File: src/verilog/lmef_pkg.sv
package lmef_pkg;

    // ------------------------------------------------------------
    // Register map
    // ------------------------------------------------------------
    localparam logic [7:0] ERR_WORD_OFS = 8'h00;
    localparam logic [7:0] IRQ_STAT_OFS = 8'h04;
    localparam logic [7:0] IRQ_MASK_OFS = 8'h08;
    localparam logic [7:0] PANEL_OFS = 8'h0c;

    localparam logic [15:0] ERR_WORD_RST = 16'h0000;
    localparam logic [5:0] IRQ_STAT_RST = 6'h00;
    localparam logic [5:0] IRQ_MASK_RST = 6'h00;

    // ------------------------------------------------------------
    // Error word bit positions
    // ------------------------------------------------------------
    localparam int ERR_RATE_BIT = 4;
    localparam int ERR_STN_BIT = 6;
    localparam int ERR_EEP_BIT = 7;
    localparam int ERR_SW_BIT = 8;
    localparam int ERR_HW_BIT = 15;

    // Interrupt status bit positions
    localparam int IRQ_RATE_BIT = 0;
    localparam int IRQ_STN_BIT = 1;
    localparam int IRQ_EEP_BIT = 2;
    localparam int IRQ_SW_BIT = 3;
    localparam int IRQ_HW_BIT = 4;
    localparam int IRQ_ARM_BIT = 5;

    // ------------------------------------------------------------
    // Switch and station limits
    // ------------------------------------------------------------
    localparam logic [3:0] RATE_VALID_MASK = 4'h7;
    localparam logic [6:0] RD_STN_MIN = 7'd49;
    localparam logic [6:0] RD_STN_MAX = 7'd64;

    // Panel menu cursor positions
    localparam logic [1:0] MAIN_NET_ITEM = 2'h1;
    localparam logic [1:0] SET_SELFCHK_ITEM = 2'h2;
    localparam logic [1:0] CURSOR_MAX = 2'h3;

    // ------------------------------------------------------------
    // Timing
    // ------------------------------------------------------------
    localparam int CLK_HZ = 100_000_000;
    localparam int CONFIRM_TIME_MS = 500;
    localparam int CONFIRM_CYC = CONFIRM_TIME_MS * (CLK_HZ / 1000);

    // ------------------------------------------------------------
    // Types
    // ------------------------------------------------------------
    typedef struct packed {
        logic [1:0] rate;
        logic four_pt;
        logic [1:0] op_mode;
    } lmef_sw_t;

    typedef struct packed {
        logic ok;
        logic esc;
        logic plus;
        logic minus;
    } lmef_keys_t;

    typedef enum logic [2:0] {
        SCR_MAIN = 3'b000,
        SCR_CONFIRM = 3'b001,
        SCR_SETTINGS = 3'b010,
        SCR_SC_START = 3'b011,
        SCR_SC_DONE = 3'b100,
        SCR_SC_FAIL = 3'b101
    } lmef_screen_t;

endpackage

File: src/verilog/lmef_top.sv
`timescale 1ns/1ns

module lmef_top #(
    parameter int CONFIRM_CYCLES = lmef_pkg::CONFIRM_CYC
) (
    input wire logic SYS_CLK,
    input wire logic RST_N,
    input wire lmef_pkg::lmef_sw_t SW,
    input wire logic CONFIG_MODE,
    input wire logic EEP_REQ,
    input wire logic RD_STN_VALID,
    input wire logic [6:0] RD_STN_NUM,
    input wire logic LOOPBACK_FAULT,
    input wire lmef_pkg::lmef_keys_t KEYS,
    input wire logic ARM_READY,
    input wire logic ARM_STORED,
    input wire logic [7:0] ADDR,
    input wire logic [15:0] WR_DATA,
    input wire logic WR_EN,
    input wire logic RD_EN,
    output logic [15:0] RD_DATA,
    output logic IRQ,
    output lmef_pkg::lmef_screen_t SCREEN,
    output logic ARM_STORE,
    output logic SELFCHK_RUN
);

    // ------------------------------------------------------------
    // Power-on capture
    // ------------------------------------------------------------
    logic boot_done_r;
    lmef_pkg::lmef_sw_t sw_boot_r;
    logic selfchk_run_r;

    always_ff @(posedge SYS_CLK) begin
        if (!RST_N) begin
            boot_done_r <= 1'b0;
            sw_boot_r <= '0;
            selfchk_run_r <= 1'b0;
        end else if (!boot_done_r) begin
            boot_done_r <= 1'b1;
            sw_boot_r <= SW;
            selfchk_run_r <= ARM_STORED;
        end
    end

    // ------------------------------------------------------------
    // Error conditions
    // ------------------------------------------------------------
    wire rate_bad = !lmef_pkg::RATE_VALID_MASK[SW.rate];
    wire stn_out_of_range = RD_STN_VALID &&
        (RD_STN_NUM < lmef_pkg::RD_STN_MIN || RD_STN_NUM > lmef_pkg::RD_STN_MAX);
    wire stn_in_four_pt = RD_STN_VALID && SW.four_pt;
    wire eep_bad = EEP_REQ && !CONFIG_MODE;
    wire sw_changed = boot_done_r && (SW != sw_boot_r);

    logic rate_err_r;
    logic stn_err_r;
    logic eep_err_r;
    logic sw_err_r;
    logic hw_err_r;
    logic eep_err_nxt;

    // Held while the offending request stays up, dropped when it is withdrawn
    assign eep_err_nxt = EEP_REQ && (eep_err_r || eep_bad);

    always_ff @(posedge SYS_CLK) begin
        if (!RST_N) begin
            rate_err_r <= 1'b0;
            stn_err_r <= 1'b0;
            eep_err_r <= 1'b0;
            sw_err_r <= 1'b0;
            hw_err_r <= 1'b0;
        end else begin
            rate_err_r <= rate_err_r || rate_bad;
            stn_err_r <= stn_err_r || stn_out_of_range || stn_in_four_pt;
            eep_err_r <= eep_err_nxt;
            sw_err_r <= sw_changed;
            hw_err_r <= hw_err_r || LOOPBACK_FAULT;
        end
    end

    logic [15:0] err_word;

    // Reserved positions stay zero
    always_comb begin
        err_word = lmef_pkg::ERR_WORD_RST;
        err_word[lmef_pkg::ERR_RATE_BIT] = rate_err_r;
        err_word[lmef_pkg::ERR_STN_BIT] = stn_err_r;
        err_word[lmef_pkg::ERR_EEP_BIT] = eep_err_r;
        err_word[lmef_pkg::ERR_SW_BIT] = sw_err_r;
        err_word[lmef_pkg::ERR_HW_BIT] = hw_err_r;
    end

    // ------------------------------------------------------------
    // Operator panel
    // ------------------------------------------------------------
    lmef_pkg::lmef_screen_t scr_r;
    lmef_pkg::lmef_screen_t scr_nxt;
    logic [1:0] cursor_r;
    logic [1:0] cursor_nxt;
    logic [25:0] confirm_cnt_r;
    logic arm_r;
    logic arm_done_pulse;

    wire confirm_over = confirm_cnt_r == 26'(CONFIRM_CYCLES - 1);
    wire cur_up = KEYS.plus && cursor_r != lmef_pkg::CURSOR_MAX;
    wire cur_dn = KEYS.minus && cursor_r != 2'h0;
    wire [1:0] cursor_moved = cur_up ? cursor_r + 2'h1 :
        cur_dn ? cursor_r - 2'h1 : cursor_r;

    always_comb begin
        scr_nxt = scr_r;
        cursor_nxt = cursor_r;
        arm_done_pulse = 1'b0;
        case (scr_r)
            lmef_pkg::SCR_MAIN: begin
                cursor_nxt = cursor_moved;
                if (KEYS.ok && cursor_r == lmef_pkg::MAIN_NET_ITEM) begin
                    scr_nxt = lmef_pkg::SCR_CONFIRM;
                end
            end
            lmef_pkg::SCR_CONFIRM: begin
                if (confirm_over) begin
                    scr_nxt = lmef_pkg::SCR_SETTINGS;
                    cursor_nxt = 2'h0;
                end
            end
            lmef_pkg::SCR_SETTINGS: begin
                cursor_nxt = cursor_moved;
                if (KEYS.esc) begin
                    scr_nxt = lmef_pkg::SCR_MAIN;
                    cursor_nxt = 2'h0;
                end else if (KEYS.ok && cursor_r == lmef_pkg::SET_SELFCHK_ITEM) begin
                    scr_nxt = lmef_pkg::SCR_SC_START;
                end
            end
            lmef_pkg::SCR_SC_START: begin
                if (KEYS.esc) begin
                    scr_nxt = lmef_pkg::SCR_SETTINGS;
                end else if (KEYS.ok) begin
                    arm_done_pulse = ARM_READY;
                    scr_nxt = ARM_READY ? lmef_pkg::SCR_SC_DONE : lmef_pkg::SCR_SC_FAIL;
                end
            end
            lmef_pkg::SCR_SC_DONE,
            lmef_pkg::SCR_SC_FAIL: begin
                if (KEYS.esc) begin
                    scr_nxt = lmef_pkg::SCR_SETTINGS;
                end else if (KEYS.ok) begin
                    scr_nxt = lmef_pkg::SCR_MAIN;
                    cursor_nxt = 2'h0;
                end
            end
            default: begin
                scr_nxt = lmef_pkg::SCR_MAIN;
                cursor_nxt = 2'h0;
            end
        endcase
    end

    always_ff @(posedge SYS_CLK) begin
        if (!RST_N) begin
            scr_r <= lmef_pkg::SCR_MAIN;
            cursor_r <= 2'h0;
        end else begin
            scr_r <= scr_nxt;
            cursor_r <= cursor_nxt;
        end
    end

    always_ff @(posedge SYS_CLK) begin
        if (!RST_N || scr_r != lmef_pkg::SCR_CONFIRM) begin
            confirm_cnt_r <= 26'h0;
        end else begin
            confirm_cnt_r <= confirm_cnt_r + 26'h1;
        end
    end

    // Arming is only remembered; the test itself waits for the next power-up
    always_ff @(posedge SYS_CLK) begin
        if (!RST_N) begin
            arm_r <= 1'b0;
        end else if (arm_done_pulse) begin
            arm_r <= 1'b1;
        end
    end

    // ------------------------------------------------------------
    // Interrupts
    // ------------------------------------------------------------
    logic [5:0] irq_stat_r;
    logic [5:0] irq_mask_r;
    logic [5:0] ev_now;
    logic [5:0] ev_prev_r;

    assign ev_now = {arm_r, hw_err_r, sw_err_r, eep_err_r, stn_err_r, rate_err_r};
    wire [5:0] ev_rise = ev_now & ~ev_prev_r;
    wire wr_stat = WR_EN && ADDR == lmef_pkg::IRQ_STAT_OFS;
    wire wr_mask = WR_EN && ADDR == lmef_pkg::IRQ_MASK_OFS;
    wire [5:0] stat_clr = wr_stat ? WR_DATA[5:0] : 6'h00;
    // A new event in the clear cycle survives the clear
    wire [5:0] irq_stat_nxt = (irq_stat_r & ~stat_clr) | ev_rise;

    always_ff @(posedge SYS_CLK) begin
        if (!RST_N) begin
            ev_prev_r <= 6'h00;
            irq_stat_r <= lmef_pkg::IRQ_STAT_RST;
            irq_mask_r <= lmef_pkg::IRQ_MASK_RST;
            IRQ <= 1'b0;
        end else begin
            ev_prev_r <= ev_now;
            irq_stat_r <= irq_stat_nxt;
            irq_mask_r <= wr_mask ? WR_DATA[5:0] : irq_mask_r;
            IRQ <= |(irq_stat_nxt & (wr_mask ? WR_DATA[5:0] : irq_mask_r));
        end
    end

    // ------------------------------------------------------------
    // Register read port
    // ------------------------------------------------------------
    logic [15:0] rd_mux;

    always_comb begin
        case (ADDR)
            lmef_pkg::ERR_WORD_OFS: rd_mux = err_word;
            lmef_pkg::IRQ_STAT_OFS: rd_mux = {10'h000, irq_stat_r};
            lmef_pkg::IRQ_MASK_OFS: rd_mux = {10'h000, irq_mask_r};
            lmef_pkg::PANEL_OFS: rd_mux = {9'h000, selfchk_run_r, arm_r, cursor_r, scr_r};
            default: rd_mux = 16'h0000;
        endcase
    end

    always_ff @(posedge SYS_CLK) begin
        if (!RST_N) begin
            RD_DATA <= 16'h0000;
            SCREEN <= lmef_pkg::SCR_MAIN;
            ARM_STORE <= 1'b0;
            SELFCHK_RUN <= 1'b0;
        end else begin
            RD_DATA <= RD_EN ? rd_mux : 16'h0000;
            SCREEN <= scr_nxt;
            ARM_STORE <= arm_r;
            SELFCHK_RUN <= selfchk_run_r;
        end
    end

endmodule

File: config.mk
export PLATFORM = sky130hd
export DESIGN_NAME = lmef_top
export DESIGN_NICKNAME = d
export VERILOG_FILES = /design/src/verilog/lmef_pkg.sv /design/src/verilog/lmef_top.sv
export SDC_FILE = /design/constraint.sdc
export NUM_CORES = 1
export LEC_CHECK = 0
export ABC_CLOCK_PERIOD_IN_PS = 2600
export BUFFER_PORTS_ARGS = -buffer_cell sky130_fd_sc_hd__buf_2
export CAP_MARGIN = 15
export CORE_MARGIN = 2
export CORE_UTILIZATION = 45
export CTS_CLUSTER_DIAMETER = 60
export DETAILED_ROUTE_END_ITERATION = 10
export GPL_TIMING_DRIVEN = 0
export PLACE_DENSITY = 0.68
export SLEW_MARGIN = 0
export SYNTH_ARGS = -nofsm -noshare
export SYNTH_HDL_FRONTEND = slang
export SYNTH_SLANG_ARGS = --single-unit
File: constraint.sdc
create_clock -name SYS_CLK -period 2.6 [get_ports SYS_CLK]
set_clock_uncertainty 0.15 [all_clocks]
set_input_delay 0.26 -clock SYS_CLK [delete_from_list [all_inputs] [get_ports SYS_CLK]]
set_output_delay 0.26 -clock SYS_CLK [all_outputs]
set_load 0.02 [all_outputs]
# Word-level counts from Yosys, hierarchy flattened
# Cells that the tools add are included.
classes:
  add_sub_neg: 3
  n_lt_le_gt_ge: 3
  eq_ne: 21
  n_mux: 26
  bitwise_logic: 7
  reduce_logical: 29
op_table:
  columns: ["operator", "n"]
  rows:
  - ["$pmux W16 S4", 1]
  - ["$add A26 B1 Y26 const B", 1]
  - ["$eq A26 B26 Y1 const B", 1]
  - ["$mux W3", 8]
  - ["$and A6 B6 Y6", 3]
  - ["$eq A8 B4 Y1 const B", 2]
  - ["$pmux W3 S5", 1]
  - ["$mux W2", 6]
  - ["$mux W6", 2]
  - ["$not A6 Y6", 2]
  - ["$logic_and A1 B1 Y1", 11]
  - ["$ne A2 B2 Y1 const B", 5]
  - ["$pmux W2 S5", 1]
  - ["$ne A3 B3 Y1 const B", 3]
  - ["$eq A8 B3 Y1 const B", 1]
  - ["$logic_not A8 Y1", 1]
  - ["$gt A7 B7 Y1 const B", 1]
  - ["$logic_or A1 B1 Y1", 7]
  - ["$lt A7 B6 Y1 const B", 1]
  - ["$eq A3 B2 Y1 const B", 2]
  - ["$eq A3 B3 Y1 const B", 2]
  - ["$mux W1", 6]
  - ["$or A6 B6 Y6", 1]
  - ["$reduce_or A6 Y1", 1]
  - ["other kinds (17)", 19]
word_totals:
  regBits: 81
  inputBits: 50
  elab_cells: 110

# Logic depth before layout (Yosys ltp)
# Gate-level depths: netlist of the first run.
depth:
  word_depth: 8
  ltp_mapped: 7
  depth_no_buf: 7

# Worst setup path after synthesis of the first run
# OpenSTA, ideal clock, no wires.
synth_timing:
  path_type: "register to register"
  start: "register confirm_cnt_r[0]"
  end: "register cursor_r[0]"
  setup_ns: 0.127
  arrival_time_ns: 1.675
  path_slack_ns: 0.648
  path_stages_with_launch: 8
  period_less_slack_ns: 1.952
  path_cell_list: "dfxtp_1 > ha_1 > and3_1 > clkbuf_1 > nand2_1 > or4_1 > a31oi_1 > a31oi_1"
synth_between:
  elab_chain_len: 3
synth_lines:
  columns: ["element", "line", "text"]
  rows:
  - ["start: declaration", "lmef_top.sv:102", "logic [25:0] confirm_cnt_r;"]
  - ["start signal: assignment", "lmef_top.sv:176", "confirm_cnt_r <= confirm_cnt_r + 26'h1;"]
  - ["$eq A26 B26 Y1", "lmef_top.sv:106", "wire confirm_over = confirm_cnt_r == 26'(CONFIRM_CYCLES - 1);"]
  - ["$ne A2 B2 Y1 (no source line)", null, null]
  - ["$reduce_and A4 Y1 (no source line)", null, null]
  - ["end signal: assignment", "lmef_top.sv:168", "cursor_r <= cursor_nxt;"]
  - ["end: declaration", "lmef_top.sv:100", "logic [1:0] cursor_r;"]
# Every way passes these cells.
# A chain may end at the register's enable or synchronous reset.

# Worst setup path in the final report of the first run
# Ends and elaborated chain as after synthesis.

==> run_summary.xml, run 1 <==
<?xml version="1.0" encoding="UTF-8"?>
<metrics>
  <group name="run_status">
    <metric name="outcome" unit="">completed</metric>
  </group>
  <group name="critical_path">
    <metric name="cp_arrival" unit="ps">2310</metric>
    <metric name="path_class" unit="">reg2reg</metric>
    <metric name="worst_ep_required_time" unit="ps">2670</metric>
    <metric name="r2r.worst_path.cells" unit="">7</metric>
    <metric name="worstPathMaxFanout" unit="">5</metric>
    <metric name="critical_path_launch_point_type" unit="">register</metric>
    <metric name="endpoint_kind" unit="">register</metric>
  </group>
  <group name="timing">
    <metric name="final_hold_viol_count" unit="">0</metric>
    <metric name="setup_violations" unit="">0</metric>
    <metric name="finalWorstSetupSlack" unit="ps">363.9</metric>
    <metric name="timing.setup.tns" unit="ps">0</metric>
    <metric name="period_minus_slack" unit="ps">2236</metric>
    <metric name="grt_setup_unrepaired" unit="">no</metric>
    <metric name="tightest_slew" unit="ps">625.4</metric>
    <metric name="fin_worst_hold_slack" unit="ps">40.86</metric>
    <metric name="maxClockFrequency" unit="MHz">447.2</metric>
    <metric name="timing.final.max_slew_violations" unit="">0</metric>
    <metric name="maxSlewHeadroom" unit="">0.5799</metric>
    <metric name="timing.final.crit_share" unit="">0.8600</metric>
  </group>
  <group name="clock_network">
    <metric name="cts_setup_buffers" unit="">0</metric>
    <metric name="worst_setup_hold_path_clk_slew" unit="ps">80</metric>
    <metric name="cts_inserted_buffers" unit="">9</metric>
    <metric name="tritoncts_num_sinks" unit="">74</metric>
    <metric name="tritoncts" unit="">yes</metric>
    <metric name="worstSkewPairLatency" unit="ps">350</metric>
    <metric name="clockBufferDepth" unit="">2</metric>
    <metric name="ctsRootBufferMaster" unit="">sky130_fd_sc_hd__clkbuf_8</metric>
    <metric name="cts.htree.levels" unit="">3</metric>
  </group>
  <group name="synth">
    <metric name="biggest_area_contributors_in_the_synthesized_netlist" unit="">sky130_fd_sc_hd__dfxtp_1 (44%), sky130_fd_sc_hd__nor2b_1 (4.7%), sky130_fd_sc_hd__xnor2_1 (4.2%)</metric>
    <metric name="yosys_register_bits" unit="">74</metric>
    <metric name="synthCells" unit="">359</metric>
    <metric name="synth-warning-count" unit="">0</metric>
    <metric name="seq_area_frac_synth" unit="">0.4426</metric>
    <metric name="post_synth_instance_area" unit="µm²">3347</metric>
    <metric name="synth_largest_area_cell" unit="">sky130_fd_sc_hd__dfxtp_1</metric>
    <metric name="synth_cell_types" unit="">51</metric>
    <metric name="post_synth.cell_area_avg" unit="µm²">9.323</metric>
    <metric name="yosysTopAreaCellShare" unit="">0.4426</metric>
  </group>
  <group name="worst_hold_path">
    <metric name="worst_min_delay_path_class" unit="">in2reg</metric>
    <metric name="depth_of_the_worst_hold_timing_path" unit="">3</metric>
  </group>
  <group name="detailed_routing">
    <metric name="routed_wl" unit="µm">7090</metric>
    <metric name="initial_drc_count" unit="">117</metric>
    <metric name="dr_total_vias" unit="">2720</metric>
    <metric name="postRouteAntennaNets" unit="">0</metric>
    <metric name="post-route-drc-count" unit="">0</metric>
    <metric name="drtPass1Iterations" unit="">4</metric>
    <metric name="vias_per_cell" unit="">5.037</metric>
    <metric name="route.detailed.wl_per_inst" unit="µm">13.13</metric>
  </group>
  <group name="place">
    <metric name="gp_routability_congestion" unit="">0.7776</metric>
    <metric name="post-place-ws" unit="ps">355.3</metric>
    <metric name="dpl.cell_count" unit="">518</metric>
    <metric name="placement.io_buffers" unit="">55</metric>
    <metric name="detailedPlacementHpwl" unit="µm">5161</metric>
    <metric name="placement.cell_area" unit="µm²">3765</metric>
  </group>
  <group name="global_routing">
    <metric name="grt_start_max_net_pins" unit="">14</metric>
    <metric name="grt_pass1_wl" unit="µm">12300</metric>
    <metric name="grt_antenna_before_repair" unit="">0</metric>
    <metric name="overflow" unit="">0</metric>
    <metric name="globalRouteTotalUtil" unit="">0.1896</metric>
    <metric name="number_of_global_route_vias_before_repair" unit="">2588</metric>
  </group>
  <group name="die">
    <metric name="floorplan.die.width" unit="µm">90.24</metric>
    <metric name="io-pin-count" unit="">72</metric>
    <metric name="design.core.area" unit="µm²">7214</metric>
    <metric name="die_height" unit="µm">90.24</metric>
    <metric name="design.die.area" unit="µm²">8143</metric>
    <metric name="initial_core_util" unit="">0.4639</metric>
    <metric name="placementRows" unit="">31</metric>
  </group>
  <group name="layout">
    <metric name="drive_gt1_frac" unit="">0.2154</metric>
    <metric name="fillerInstances" unit="">698</metric>
    <metric name="nNetsFinal" unit="">491</metric>
    <metric name="post-route-util" unit="">0.5569</metric>
    <metric name="post_layout_nonfiller_instances" unit="">540</metric>
    <metric name="p_r_area_growth_vs_syn" unit="%">20.04</metric>
    <metric name="final_instance_area" unit="µm²">4018</metric>
    <metric name="n_antenna_cell" unit="">0</metric>
  </group>
  <group name="power_and_ir_drop">
    <metric name="power_per_cell_area" unit="nW/µm²">637.7</metric>
    <metric name="leakage" unit="nW">1.639</metric>
    <metric name="total_power" unit="mW">2.562</metric>
    <metric name="peakVddDrop" unit="mV">0.3081</metric>
  </group>
  <group name="flow_run">
    <metric name="drv.max_cap_violation_count" unit="">0</metric>
  </group>
</metrics>
## path summary, 6_finish.rpt
check                   startpoint           end  slack (ps)
hold / removal               SW[1]  sw_boot_r[1]          40
setup / recovery  confirm_cnt_r[0]   cursor_r[0]         360
hold reg to reg          eep_err_r  ev_prev_r[2]         310
setup reg to reg  confirm_cnt_r[0]   cursor_r[0]         360
## cell type report
class / count / area, µm² / share of cell area
multi-input cells: 257 / 1718 / 0.4276
flip-flops and latches: 74 / 1481 / 0.3687
repair buffers: 61 / 335.3 / 0.08346
clock buffers: 10 / 127.6 / 0.03177
plain buffers: 22 / 125.1 / 0.03114
well taps: 99 / 123.9 / 0.03083
clock inverters: 6 / 65.06 / 0.01619
inverters: 11 / 41.29 / 0.01028
## layer usage
| layer | part of all wire | up-vias | wire length (µm) | global-route usage |
|---|---|---|---|---|
| met5 | 0 | - | 0 | 0 |
| met4 | 0.017 | 0 | 124 | 0.09615 |
| li1 | - | 1383 | - | - |
| met2 | 0.45 | 63 | 3203 | 0.2914 |
| met1 | 0.48 | 1266 | 3428 | 0.2564 |
| met3 | 0.047 | 8 | 334 | 0.03353 |
## cells by family (layout without fill, tap and decap cells)
family | count (synthesis) | in the layout | share of synthesized area
AND/OR/NAND/NOR | 152 | 152 | 0.2624
flip-flops | 74 | 74 | 0.4426
AO/OA/AOI/OAI | 48 | 48 | 0.09234
buffers and inverters | 33 | 110 | 0.04972
XOR/XNOR | 27 | 27 | 0.07065
multiplexers | 19 | 19 | 0.06243
adder cells (fa/ha/maj) | 5 | 5 | 0.01869
other | 1 | 6 | 0.001120
## sequential cells by signal (all words and copies together) (netlist names), 2 cells and up
name / flops
RD_DATA: 10
confirm_cnt_r: 26
irq_stat_r: 6
cursor_r: 2
SCREEN: 3
irq_mask_r: 6
sw_boot_r: 5
ev_prev_r: 6
## worst max-delay path, cell delays in order (launching register included)
cell,delay (ps)
sky130_fd_sc_hd__dfxtp_1,370
sky130_fd_sc_hd__ha_1,200
sky130_fd_sc_hd__and3_1,160
sky130_fd_sc_hd__clkbuf_1,230
sky130_fd_sc_hd__nand2_1,100
sky130_fd_sc_hd__or4_1,480
sky130_fd_sc_hd__a31oi_1,270
sky130_fd_sc_hd__a31oi_1,140
## where the power goes
| group | internal (mW) | switching (mW) |
|---|---|---|
| sequential | 1.18 | 0.0468 |
| clock | 0.445 | 0.439 |
| combinational | 0.205 | 0.245 |
## cell usage in the layout (no fill, tap or decap), drive strengths merged, types with 6 or more instances in the layout
master / Yosys / final
dfxtp: 74 / 74
buf: 10 / 65
nor2: 35 / 35
nor2b: 25 / 25
clkbuf: 12 / 22
nand2: 18 / 18
xnor2: 16 / 16
nand4: 14 / 14
mux2i: 13 / 13
a21oi: 12 / 12
inv: 11 / 12
xor2: 11 / 11
and2: 10 / 10
nor4: 8 / 8
and3: 7 / 7
nor3: 6 / 6
o21ai: 6 / 6
a31oi: 6 / 6
nand3: 6 / 6
conb: 1 / 6
dlygate4sd3: 0 / 6
## cells in the mapped netlist, drive strengths merged
master   number
and2b         5
and3          7
a221oi        1
mux4          1
a21oi        12
nor3          6
nand4b        1
a22oi         5
a2bb2oi       2
dfxtp        74
clkbuf       12
o22ai         5
nor2         35
o31a          1
or2           2
and4          2
mux2i        13
nand4        14
inv          11
and2         10
o32a          1
mux2          5
nor4b         3
nor4          8
xnor2        16
a211oi        2
nand2b        4
nor2b        25
o21bai        1
conb          1
nor3b         2
o21a          4
nand3         6
or3           3
nand2        18
a21boi        1
xor2         11
ha            5
or4           1
buf          10
o31ai         1
o21ai         6
a31oi         6
## repair_timing
item	CTS	global route
endpoints found under the hold margin	5	0
hold buffers	6	0
gates resized for setup	0	0
Note: power is estimated with default switching activity, not from simulation.
==> inputs of run 2 (changes only) <==
--- a/config.mk
+++ b/config.mk
@@ -13,6 +13,7 @@
 export CTS_CLUSTER_DIAMETER = 60
 export DETAILED_ROUTE_END_ITERATION = 10
 export GPL_TIMING_DRIVEN = 0
+export MAX_ROUTING_LAYER = met4
 export PLACE_DENSITY = 0.68
 export SLEW_MARGIN = 0
 export SYNTH_ARGS = -nofsm -noshare
==> run_summary.xml, run 2 (synthesis results as in run 1) <==
<?xml version="1.0" encoding="UTF-8"?>
<metrics>
  <group name="run_status">
    <metric name="outcome" unit="">completed</metric>
  </group>
  <group name="clock_network">
    <metric name="tritoncts_num_sinks" unit="">74</metric>
    <metric name="cts_setup_buffers" unit="">0</metric>
    <metric name="cts-resized-gates" unit="">0</metric>
    <metric name="worst_setup_hold_path_clk_slew" unit="ps">80</metric>
    <metric name="cts.htree.levels" unit="">3</metric>
    <metric name="cts_inserted_buffers" unit="">9</metric>
    <metric name="tritoncts" unit="">yes</metric>
    <metric name="ctsRootBufferMaster" unit="">sky130_fd_sc_hd__clkbuf_8</metric>
    <metric name="worstSkewPairLatency" unit="ps">350</metric>
    <metric name="clockBufferDepth" unit="">2</metric>
  </group>
  <group name="timing">
    <metric name="setup_violations" unit="">0</metric>
    <metric name="final_hold_viol_count" unit="">0</metric>
    <metric name="maxSlewHeadroom" unit="">0.5848</metric>
    <metric name="grt_setup_unrepaired" unit="">no</metric>
    <metric name="timing.setup.tns" unit="ps">0</metric>
    <metric name="timing.final.max_slew_violations" unit="">0</metric>
    <metric name="tightest_slew" unit="ps">618.1</metric>
    <metric name="maxClockFrequency" unit="MHz">449.2</metric>
    <metric name="timing.final.crit_share" unit="">0.8562</metric>
    <metric name="period_minus_slack" unit="ps">2226</metric>
  </group>
  <group name="place">
    <metric name="placement.io_buffers" unit="">55</metric>
    <metric name="gp_routability_congestion" unit="">0.7882</metric>
    <metric name="placement.cell_area" unit="µm²">3765</metric>
    <metric name="detailedPlacementHpwl" unit="µm">5161</metric>
  </group>
  <group name="detailed_routing">
    <metric name="vias_per_cell" unit="">5.009</metric>
    <metric name="routed_wl" unit="µm">7090</metric>
    <metric name="drtPass1Iterations" unit="">4</metric>
    <metric name="initial_drc_count" unit="">112</metric>
    <metric name="route.detailed.wl_per_inst" unit="µm">13.13</metric>
    <metric name="post-route-drc-count" unit="">0</metric>
    <metric name="postRouteAntennaNets" unit="">0</metric>
    <metric name="dr_total_vias" unit="">2705</metric>
  </group>
  <group name="worst_hold_path">
    <metric name="worst_min_delay_path_class" unit="">in2reg</metric>
    <metric name="depth_of_the_worst_hold_timing_path" unit="">3</metric>
  </group>
  <group name="layout">
    <metric name="drive_gt1_frac" unit="">0.2154</metric>
    <metric name="number_of_flip_flops_under_the_largest_register_name" unit="">26</metric>
    <metric name="multiInputGateArea" unit="µm²">1718</metric>
    <metric name="nNetsFinal" unit="">491</metric>
    <metric name="mostFrequentLayoutCell" unit="">sky130_fd_sc_hd__dfxtp_1</metric>
    <metric name="fillerInstances" unit="">698</metric>
    <metric name="final_instance_area" unit="µm²">4018</metric>
    <metric name="p_r_area_growth_vs_syn" unit="%">20.04</metric>
    <metric name="mostFrequentLayoutCells" unit="">sky130_fd_sc_hd__dfxtp_1 (74), sky130_fd_sc_hd__buf_2 (57), sky130_fd_sc_hd__nor2_1 (35)</metric>
    <metric name="top_registers" unit="">confirm_cnt_r: 26 flops, RD_DATA: 10 flops</metric>
    <metric name="largest_register" unit="">confirm_cnt_r</metric>
    <metric name="n_antenna_cell" unit="">0</metric>
    <metric name="seq_area" unit="µm²">1481</metric>
  </group>
  <group name="critical_path">
    <metric name="path_class" unit="">reg2reg</metric>
    <metric name="endpoint_kind" unit="">register</metric>
    <metric name="timing.reg2reg.setup_slack" unit="ps">370</metric>
    <metric name="worst_ep_required_time" unit="ps">2670</metric>
    <metric name="r2r.worst_path.cells" unit="">7</metric>
    <metric name="cp_arrival" unit="ps">2290</metric>
    <metric name="worstPathMaxFanout" unit="">5</metric>
    <metric name="critical_path_launch_point_type" unit="">register</metric>
  </group>
  <group name="die">
    <metric name="die_height" unit="µm">90.24</metric>
    <metric name="placementRows" unit="">31</metric>
    <metric name="design.core.area" unit="µm²">7214</metric>
    <metric name="design.die.area" unit="µm²">8143</metric>
    <metric name="floorplan.die.width" unit="µm">90.24</metric>
    <metric name="initial_core_util" unit="">0.4639</metric>
    <metric name="io-pin-count" unit="">72</metric>
  </group>
  <group name="flow_run">
    <metric name="drv.max_cap_violation_count" unit="">0</metric>
  </group>
  <group name="power_and_ir_drop">
    <metric name="power_per_cell_area" unit="nW/µm²">637.0</metric>
    <metric name="leakage" unit="nW">1.639</metric>
    <metric name="total_power" unit="mW">2.559</metric>
    <metric name="peakVddDrop" unit="mV">0.3081</metric>
  </group>
  <group name="global_routing">
    <metric name="globalRouteTotalUtil" unit="">0.1948</metric>
    <metric name="grt_antenna_before_repair" unit="">0</metric>
    <metric name="overflow" unit="">0</metric>
    <metric name="grt_pass1_wl" unit="µm">12290</metric>
    <metric name="number_of_global_route_vias_before_repair" unit="">2586</metric>
    <metric name="grt_start_max_net_pins" unit="">14</metric>
  </group>
</metrics>
## run 2: cell counts in the layout (fill, tap and decap cells not counted)
Identical to the previous run, type by type.
## run 2: repair_timing
item                       in CTS  in global routing
hold buffers                    6                  0
setup endpoints to repair       0                  0
hold endpoints to repair        5                  0
## run 2: worst paths after layout
kind,to,from
setup / recovery,cursor_r[0],confirm_cnt_r[0]
hold / removal,sw_boot_r[0],SW[0]
setup reg to reg,cursor_r[0],confirm_cnt_r[0]
hold reg to reg,ev_prev_r[2],eep_err_r
## run 2: metrics by stage
stage,hold slack (ps),setup WS [ps],util,std cells
6_report,42.66,373.8,0.5569,540
5_1_grt,58.41,175.9,0.5569,540
4_1_cts,20.44,373.9,0.5569,540
3_5_place_dp,295.2,355.3,0.5219,518
3_3_place_gp,285.1,364.1,0.5219,518
2_1_floorplan,137.7,648.3,-,364
## run 2: power breakdown
part / internal [mW] / total, mW / switching, mW
Clock: 0.445 / 0.883 / 0.438
Sequential: 1.18 / 1.23 / 0.0470
Combinational: 0.205 / 0.448 / 0.244
Total: 1.83 / 2.56 / 0.729
## run 2: layer usage
layer | track usage | part of all wire | up-vias
li1 | - | - | 1383
met1 | 0.2558 | 0.49 | 1261
met2 | 0.2914 | 0.45 | 53
met3 | 0.03353 | 0.035 | 8
met4 | 0.09615 | 0.017 | 0
met5 | - | 0 | -
## run 2: worst max-delay path: stages (launching register included)
cell and delay, ps:
sky130_fd_sc_hd__dfxtp_1 370, sky130_fd_sc_hd__ha_1 200, sky130_fd_sc_hd__and3_1 160, sky130_fd_sc_hd__clkbuf_1 230, sky130_fd_sc_hd__nand2_1 100, sky130_fd_sc_hd__or4_1 480, sky130_fd_sc_hd__a31oi_1 270, sky130_fd_sc_hd__a31oi_1 130
## run 2: cell type report
| type | instances | share of cell area |
|---|---|---|
| multi-input combinational | 257 | 0.4276 |
| clock inverter | 6 | 0.01619 |
| sequential | 74 | 0.3687 |
| tap | 99 | 0.03083 |
| buffer | 22 | 0.03114 |
| inverter | 11 | 0.01028 |
| timing repair buffer | 61 | 0.08346 |
| clock buffer | 10 | 0.03177 |
